===== src/inc/overfreq_pkg.sv =====
// Constants, register map and state layout of the overfrequency protection element.
`default_nettype none

package overfreq_pkg;

   // -----------------------------------------------------------------
   // Clock and time base
   // -----------------------------------------------------------------
   localparam int unsigned CLK_HZ = 20000000;
   localparam int unsigned CLK_PERIOD_NS = 50;
   localparam int unsigned MS_NS = 1000000;
   localparam int unsigned MS_CYCLES = MS_NS / CLK_PERIOD_NS;

   // -----------------------------------------------------------------
   // Measurement qualification counts
   // -----------------------------------------------------------------
   localparam logic [2:0] VALID_NEED = 3'h4;
   localparam logic [2:0] INVALID_NEED = 3'h4;
   localparam logic [2:0] OVER_NEED = 3'h5;

   // Settable frequency range in 0.01 Hz units, and the period window it implies.
   localparam logic [12:0] FREQ_MIN = 13'h0FA0;
   localparam logic [12:0] FREQ_MAX = 13'h1B58;
   localparam logic [39:0] FREQ_SCALE = 40'(64'(CLK_HZ) * 64'd100);
   localparam logic [23:0] PERIOD_MIN = 24'(CLK_HZ / 70);
   localparam logic [23:0] PERIOD_MAX = 24'(CLK_HZ / 40);

   // Voltage threshold in 0.01 Un units, delay in ms.
   localparam logic [6:0] ULIM_MIN = 7'h0A;
   localparam logic [6:0] ULIM_MAX = 7'h64;
   localparam logic [13:0] DELAY_MAX = 14'h2710;

   // -----------------------------------------------------------------
   // Register offsets (byte addresses)
   // -----------------------------------------------------------------
   localparam logic [7:0] CTRL_OFS = 8'h00;
   localparam logic [7:0] FSTART_OFS = 8'h04;
   localparam logic [7:0] ULIM_OFS = 8'h08;
   localparam logic [7:0] DELAY_OFS = 8'h0C;
   localparam logic [7:0] STATUS_OFS = 8'h10;
   localparam logic [7:0] PERIOD_OFS = 8'h14;

   // CTRL fields.
   localparam int CTRL_ON_BIT = 0;
   localparam int CTRL_ONLY_BIT = 1;
   localparam int CTRL_SRC_BIT = 2;

   // Reset values.
   localparam logic [12:0] FSTART_RST = 13'h13EC;
   localparam logic [6:0] ULIM_RST = 7'h2D;
   localparam logic [13:0] DELAY_RST = 14'h00C8;

   typedef struct packed {
      logic on;
      logic only;
      logic src;
      logic [12:0] fstart;
      logic [6:0] ulim;
      logic [13:0] dly;
      logic neg;
      logic [23:0] t_rise;
      logic [23:0] t_fall;
      logic [23:0] p_rise;
      logic [23:0] p_fall;
      logic [15:0] peak;
      logic volt_ok;
      logic [2:0] vcnt;
      logic [2:0] icnt;
      logic fval;
      logic [23:0] per;
      logic [2:0] ocnt;
      logic timing;
      logic [15:0] ms_cnt;
      logic [13:0] ms;
      logic start;
      logic trip;
      logic [31:0] prdata;
      logic pready;
      logic pslverr;
   } state_t;

endpackage

`default_nettype wire


===== src/hw/overfreq_prot.sv =====
// Overfrequency protection element with APB settings and status.
`timescale 1ns/100ps
`default_nettype none

module overfreq_prot #(
   parameter int unsigned MS_CYCLES = overfreq_pkg::MS_CYCLES,
   parameter int unsigned CLK_HZ = overfreq_pkg::CLK_HZ,
   parameter logic [15:0] UN_PEAK = 16'h4000
) (
   input wire logic pclk, // APB clock, 20 MHz
   input wire logic presetn, // Asynchronous reset, active low
   input wire logic psel, // APB select
   input wire logic penable, // APB enable
   input wire logic pwrite, // APB direction, high for write
   input wire logic [7:0] paddr, // APB byte address
   input wire logic [31:0] pwdata, // APB write data
   output logic [31:0] prdata, // APB read data
   output logic pready, // APB ready
   output logic pslverr, // APB error for unmapped address
   input wire logic sample_valid, // One-cycle strobe of a new voltage sample
   input wire logic [15:0] v_phase, // Sampled phase voltage, signed
   input wire logic [15:0] v_line, // Calculated line-to-line voltage, signed
   input wire logic block_in, // Blocking input, active high
   output logic general_start_out, // General start, active high
   output logic general_trip_out // General trip, active high
);

   overfreq_pkg::state_t s_q;
   overfreq_pkg::state_t d;

   // The period window and the comparison scale follow the clock parameter, so a slower clock keeps the same limits in Hz.
   localparam logic [39:0] SCALE = 40'(64'(CLK_HZ) * 64'd100);
   localparam logic [23:0] PER_LO = 24'(64'(SCALE) / 64'(overfreq_pkg::FREQ_MAX));
   localparam logic [23:0] PER_HI = 24'(64'(SCALE) / 64'(overfreq_pkg::FREQ_MIN));

   logic [15:0] vs;
   logic [15:0] mag;
   logic now_neg;
   logic rise_x;
   logic fall_x;
   logic [23:0] n_rise;
   logic [23:0] n_fall;
   logic [24:0] sum;
   logic [23:0] avg;
   logic [23:0] lim_lo;
   logic [23:0] lim_hi;
   logic half_ok;
   logic valid;
   logic over;
   logic enable;
   logic [39:0] prod;
   logic unmapped;
   logic wr;
   logic [12:0] wf;
   logic [6:0] wu;
   logic [13:0] wdl;

   // -----------------------------------------------------------------
   // Next-state logic
   // -----------------------------------------------------------------
   always_comb begin
      d = s_q;

      // Source selection and magnitude tracking.
      vs = s_q.src ? v_line : v_phase;
      mag = vs[15] ? 16'(~vs + 16'h0001) : vs;
      now_neg = vs[15];
      rise_x = sample_valid && s_q.neg && !now_neg;
      fall_x = sample_valid && !s_q.neg && now_neg;

      // Free-running interval counters saturate so a lost signal never wraps into a plausible period.
      d.t_rise = (s_q.t_rise == 24'hFFFFFF) ? s_q.t_rise : 24'(s_q.t_rise + 24'h000001);
      d.t_fall = (s_q.t_fall == 24'hFFFFFF) ? s_q.t_fall : 24'(s_q.t_fall + 24'h000001);
      n_rise = s_q.p_rise;
      n_fall = s_q.p_fall;
      if (rise_x) begin
         n_rise = s_q.t_rise;
         d.t_rise = 24'h000001;
      end
      if (fall_x) begin
         n_fall = s_q.t_fall;
         d.t_fall = 24'h000001;
      end
      d.p_rise = n_rise;
      d.p_fall = n_fall;
      if (sample_valid) begin
         d.neg = now_neg;
         if (mag > s_q.peak) begin
            d.peak = mag;
         end
      end

      sum = {1'b0, n_rise} + {1'b0, n_fall};
      avg = sum[24:1];
      lim_lo = 24'({17'h00000, s_q.ulim} * {8'h00, UN_PEAK});
      lim_hi = 24'({8'h00, s_q.peak} * 24'h000064);
      // The peak of the half cycle just closed decides whether the voltage is high enough.
      half_ok = (lim_hi >= lim_lo);
      valid = (n_rise != 24'h000000) && (n_fall != 24'h000000) && half_ok
         && (avg >= PER_LO) && (avg <= PER_HI);
      prod = 40'({16'h0000, avg} * {27'h0000000, s_q.fstart});
      enable = s_q.on && !block_in;
      over = 1'b0;

      // Measurement step at every zero crossing.
      if (rise_x || fall_x) begin
         d.peak = 16'h0000;
         d.volt_ok = half_ok;
         if (valid) begin
            d.icnt = 3'h0;
            if (s_q.vcnt != overfreq_pkg::VALID_NEED) begin
               d.vcnt = 3'(s_q.vcnt + 3'h1);
            end
            if (d.vcnt == overfreq_pkg::VALID_NEED) begin
               d.fval = 1'b1;
               d.per = avg;
            end
         end else begin
            d.vcnt = 3'h0;
            if (s_q.icnt != overfreq_pkg::INVALID_NEED) begin
               d.icnt = 3'(s_q.icnt + 3'h1);
            end
            if (d.icnt == overfreq_pkg::INVALID_NEED) begin
               d.fval = 1'b0;
               d.per = 24'h000000;
            end
         end
         // Frequency above setting is the same as period times setting below the scale constant.
         over = d.fval && valid && (prod < SCALE);
         if (over) begin
            if (s_q.ocnt != overfreq_pkg::OVER_NEED) begin
               d.ocnt = 3'(s_q.ocnt + 3'h1);
            end
            // The delay runs from the first measurement above setting, so it includes the qualifying time.
            if (!s_q.timing) begin
               d.timing = 1'b1;
               d.ms_cnt = 16'h0000;
               d.ms = 14'h0000;
            end
         end else begin
            d.ocnt = 3'h0;
            d.timing = 1'b0;
         end
      end

      // Millisecond time base of the trip delay.
      if (s_q.timing && d.timing && !(over && !s_q.timing)) begin
         if (s_q.ms_cnt == 16'(MS_CYCLES - 1)) begin
            d.ms_cnt = 16'h0000;
            if (s_q.ms != 14'h3FFF) begin
               d.ms = 14'(s_q.ms + 14'h0001);
            end
         end else begin
            d.ms_cnt = 16'(s_q.ms_cnt + 16'h0001);
         end
      end

      if (!enable) begin
         d.ocnt = 3'h0;
         d.timing = 1'b0;
      end
      d.start = enable && (d.ocnt == overfreq_pkg::OVER_NEED);
      // No lower bound on the delay: settings shorter than the five-crossing qualifying time trip together with start.
      d.trip = d.start && !s_q.only && d.timing && (d.ms >= s_q.dly);

      // -----------------------------------------------------------------
      // APB slave: answer in the first access cycle
      // -----------------------------------------------------------------
      unmapped = !(paddr == overfreq_pkg::CTRL_OFS || paddr == overfreq_pkg::FSTART_OFS
         || paddr == overfreq_pkg::ULIM_OFS || paddr == overfreq_pkg::DELAY_OFS
         || paddr == overfreq_pkg::STATUS_OFS || paddr == overfreq_pkg::PERIOD_OFS);
      wr = psel && penable && pwrite && s_q.pready && !s_q.pslverr;
      d.pready = 1'b0;
      d.pslverr = 1'b0;
      if (psel && !penable) begin
         d.pready = 1'b1;
         d.pslverr = unmapped;
         unique case (paddr)
            overfreq_pkg::CTRL_OFS: d.prdata = {29'h00000000, s_q.src, s_q.only, s_q.on};
            overfreq_pkg::FSTART_OFS: d.prdata = {19'h00000, s_q.fstart};
            overfreq_pkg::ULIM_OFS: d.prdata = {25'h0000000, s_q.ulim};
            overfreq_pkg::DELAY_OFS: d.prdata = {18'h00000, s_q.dly};
            overfreq_pkg::STATUS_OFS: d.prdata = {27'h0000000, s_q.timing, s_q.volt_ok, s_q.fval,
               s_q.trip, s_q.start};
            overfreq_pkg::PERIOD_OFS: d.prdata = {8'h00, s_q.per};
            default: d.prdata = 32'h00000000;
         endcase
      end

      // Out-of-range settings are clamped to the nearest end of their range.
      wf = pwdata[12:0];
      if (pwdata[31:13] != 19'h00000 || wf > overfreq_pkg::FREQ_MAX) begin
         wf = overfreq_pkg::FREQ_MAX;
      end else if (wf < overfreq_pkg::FREQ_MIN) begin
         wf = overfreq_pkg::FREQ_MIN;
      end
      wu = pwdata[6:0];
      if (pwdata[31:7] != 25'h0000000 || wu > overfreq_pkg::ULIM_MAX) begin
         wu = overfreq_pkg::ULIM_MAX;
      end else if (wu < overfreq_pkg::ULIM_MIN) begin
         wu = overfreq_pkg::ULIM_MIN;
      end
      wdl = pwdata[13:0];
      if (pwdata[31:14] != 18'h00000 || wdl > overfreq_pkg::DELAY_MAX) begin
         wdl = overfreq_pkg::DELAY_MAX;
      end
      if (wr) begin
         unique case (paddr)
            overfreq_pkg::CTRL_OFS: begin
               d.on = pwdata[overfreq_pkg::CTRL_ON_BIT];
               d.only = pwdata[overfreq_pkg::CTRL_ONLY_BIT];
               d.src = pwdata[overfreq_pkg::CTRL_SRC_BIT];
            end
            overfreq_pkg::FSTART_OFS: d.fstart = wf;
            overfreq_pkg::ULIM_OFS: d.ulim = wu;
            overfreq_pkg::DELAY_OFS: d.dly = wdl;
            default: d.on = s_q.on;
         endcase
      end
   end

   // -----------------------------------------------------------------
   // State register
   // -----------------------------------------------------------------
   always_ff @(posedge pclk or negedge presetn) begin
      if (!presetn) begin
         s_q <= '0;
         s_q.fstart <= overfreq_pkg::FSTART_RST;
         s_q.ulim <= overfreq_pkg::ULIM_RST;
         s_q.dly <= overfreq_pkg::DELAY_RST;
      end else begin
         s_q <= d;
      end
   end

   assign prdata = s_q.prdata;
   assign pready = s_q.pready;
   assign pslverr = s_q.pslverr;
   assign general_start_out = s_q.start;
   assign general_trip_out = s_q.trip;

endmodule // overfreq_prot

`default_nettype wire


===== config.mk =====
export PLATFORM = sky130hd
export DESIGN_NAME = overfreq_prot
export DESIGN_NICKNAME = d
export VERILOG_FILES = /design/src/inc/overfreq_pkg.sv /design/src/hw/overfreq_prot.sv
export SDC_FILE = /design/constraint.sdc
export NUM_CORES = 1
export LEC_CHECK = 0
export ABC_AREA = 1
export BUFFER_PORTS_ARGS = -buffer_cell sky130_fd_sc_hd__buf_2
export CORE_MARGIN = 1.5
export CORE_UTILIZATION = 64
export DETAILED_ROUTE_END_ITERATION = 8
export PLACE_DENSITY = 0.82
export REMOVE_ABC_BUFFERS = 1
export SLEW_MARGIN = 10
export SYNTH_ARGS = -nofsm -noshare
export SYNTH_HDL_FRONTEND = slang
export SYNTH_SLANG_ARGS = --single-unit
export TNS_END_PERCENT = 30

===== constraint.sdc =====
create_clock -name pclk -period 10.7 [get_ports pclk]
set_input_delay 0 -clock pclk [delete_from_list [all_inputs] [get_ports pclk]]
set_output_delay 0 -clock pclk [all_outputs]
set_load 0.01 [all_outputs]

==> impl_metrics.env <==
export IMPL_finalWirelength_um=74900
export IMPL_synth_avg_cell_area_sq_um=7.55
export IMPL_cpMostUsedCell="nand2_1"
export IMPL_htreeDepth=1
export IMPL_ys_async_sr_fraction=1.00
export IMPL_routed_via_count=24701
export IMPL_fin_crit_ns=10.08
export IMPL_status="complete, but fails checks"
export IMPL_synth_area_leader_cell="dfrtp_1"
export IMPL_core_sq_um=41100
export IMPL_slowest_stage="fa_1"
export IMPL_cpPeakStageDelay_ns=0.53
export IMPL_diodes=0
export IMPL_gp_congestion=0.971
export IMPL_placed_cells=4120
export IMPL_grt_pass1_wl_um=122000
export IMPL_synth_area_leaders="dfrtp_1 21%, fa_1 19%, inv_1 10%"
export IMPL_syn_area_sq_um=26800
export IMPL_yosys_warnings=0
export IMPL_required_ns=11.21
export IMPL_start_util=0.652
export IMPL_critPathMaxFanout=14
export IMPL_max_slew_margin_rel=0.269
export IMPL_fin_cells=4245
export IMPL_ant_nets=0
export IMPL_hold_path_class="in2async"
export IMPL_power_density_nw_per_um2=316
export IMPL_dieHeight_um=208
export IMPL_hold_viol=4
export IMPL_crit_path_start_kind="flip-flop"
export IMPL_first_iter_violations=2703
export IMPL_clock_skew_ns=0.0128
export IMPL_cts_sinks=244
export IMPL_drcViolationCount=0
export IMPL_setup_violations=0
export IMPL_cts_path_max_buffers=3
export IMPL_maxCapViolCount=0
export IMPL_vdd_ir_drop_max_mv=0.509
export IMPL_violations="negative hold slack"
export IMPL_clk_pin_slew_ns=0.06
export IMPL_track_usage=0.348
export IMPL_synth_seq_cells=244
export IMPL_crit_type="reg2reg"
export IMPL_synth_edf_count=0
export IMPL_overflow=0
export IMPL_p_leak_nw=16.0
export IMPL_ios=115
export IMPL_dr_pass1_iters=6
export IMPL_worst_pin_slew_ns=1.10
export IMPL_grt_start_max_net_pins=90
export IMPL_fin_util=0.726
export IMPL_grt_pass1_vias=24454
export IMPL_drv_slew=0
export IMPL_end_kind="flip-flop"
export IMPL_dieWidth_um=208
export IMPL_fill_cells=3140
export IMPL_area_growth_pct=11.3
export IMPL_clkLatencyLatePin_ns=0.57
export IMPL_drive_gt1_frac=0.106
export IMPL_fmax_mhz=99.2
export IMPL_wire_per_inst_um=17.7
export IMPL_critical_path_top_delay_family="simple AND/OR/NAND/NOR gates"
export IMPL_power_w=0.00942
export IMPL_cts_root_buf="clkbuf_16"
export IMPL_syn_inst=3550
export IMPL_cp_arrival_ns=10.59
export IMPL_path_buf_inv=10
export IMPL_timing_hold_ws_ns=-0.0129
export IMPL_antenna_found_initial=1
export IMPL_ys_flop_type="dfrtp_1"
export IMPL_nets=4222
export IMPL_period_share=0.942
export IMPL_cts_buffers=30
export IMPL_cts_tree="done"
export IMPL_yosysUniqueCellTypes=64
export IMPL_hpwl_um=55600
export IMPL_ys_seq_area_frac=0.229
export IMPL_num_rows=74
export IMPL_routed_via_density=5.82
export IMPL_portBuffers=106
export IMPL_die_area_sq_um=43100
export IMPL_synth_top_area_frac=0.214
## final timing paths
path,from,end,slack (ns),cells after the start
max reg2reg,s_q[249],general_trip_out,0.62,64
max,s_q[249],general_trip_out,0.62,64
max in group asynchronous,presetn,s_q[145],9.15,3
min in group pclk,v_phase[15],s_q[208],0.03,5
min,presetn,s_q[116],-0.01,2
min reg2reg,s_q[204],s_q[204],0.47,1
## cells in the mapped netlist (28+ instances only)
cell type	instances
a21oi_1	136
buf_4	35
clkbuf_1	58
dfrtp_1	229
fa_1	253
ha_1	200
inv_1	744
nand2_1	708
nand2_2	47
nand3_1	153
nand4_1	28
nor2_1	337
nor3_1	71
nor4_1	36
o21ai_0	174
o22ai_1	51
xor2_1	40
## kinds of logic after synthesis
kind of cell | synth area share
compound gates | 0.100
simple gates | 0.238
flops | 0.229
other cells | 0.000140
buf+inv | 0.130
mux | 0.00411
fa+ha+maj | 0.282
xor+xnor | 0.0167
## worst register-to-register path, delay by kind of cell (launching register included)
kind / cells / cell delay [ns]
and+or+nand+nor: 36 / 4.05
adders and majority gates: 8 / 3.45
AOI/OAI and AO/OA: 10 / 1.13
buffers and inverters: 10 / 0.90
DFF: 1 / 0.48
## metal layers
layer  part of all wire  track usage
met1               0.40        0.462
met2               0.45        0.575
met4              0.048        0.132
met3              0.098       0.0587
met5            0.00012            0
## repair_timing
action / CTS / global route
setup endpoints to repair: 0 / 1
buffers inserted: 0 / 20
hold endpoints to repair: 154 / 0
gates resized for setup: 0 / 96
hold buffers: 45 / 0
## power by group
| group | internal [W] | switching, W |
|---|---|---|
| Sequential | 0.00103 | 0.0000741 |
| Combinational | 0.00265 | 0.00452 |
| Clock | 0.000709 | 0.000434 |
| Total | 0.00439 | 0.00503 |
## sequential cells by signal (all words and copies together) (netlist names)
name               flops
s_q                  216
prdata                24
general_start_out      1
general_trip_out       1
pready                 1
pslverr                1
## cell type report
cell class,instances,area (sq um),share of cell area
Multi-Input combinational cell,2442,17500,0.588
Timing Repair inverter,1,7.51,0.000252
Timing Repair Buffer,209,1490,0.0498
Clock inverter,17,262,0.00876
Sequential cell,244,6130,0.205
Inverter,762,2900,0.0970
Clock buffer,38,852,0.0286
Tap cell,532,666,0.0223
## per-stage QoR
stage | worst slack [ns] | TNS, ns | cell area [sq um]
floorplan | 0.884 | 0 | 26200
global placement | 0.432 | 0 | 27700
detailed placement | 0.0993 | 0 | 27700
CTS | 0.0696 | 0 | 29300
global route | -0.114 | -0.114 | 29800
finish | 0.619 | 0 | 29800
## placed cells by master, fill, tap and decap left out, types with 14 or more instances in the layout
cell type / instances
nand2_4: 16
buf_4: 50
a21oi_1: 129
o31ai_1: 14
dfstp_2: 15
o22ai_1: 51
nand2_1: 699
nor2_1: 333
nand3_1: 153
xor2_1: 40
nand2_2: 49
nand3b_1: 19
buf_2: 105
ha_1: 188
inv_1: 736
o21ai_1: 17
dfrtp_1: 228
dlygate4sd3_1: 45
fa_1: 252
a221oi_1: 17
nor3_1: 69
nor4_1: 35
nand4_1: 28
clkbuf_16: 32
o21ai_0: 165
No activity file was read; power rests on OpenSTA's default activity.
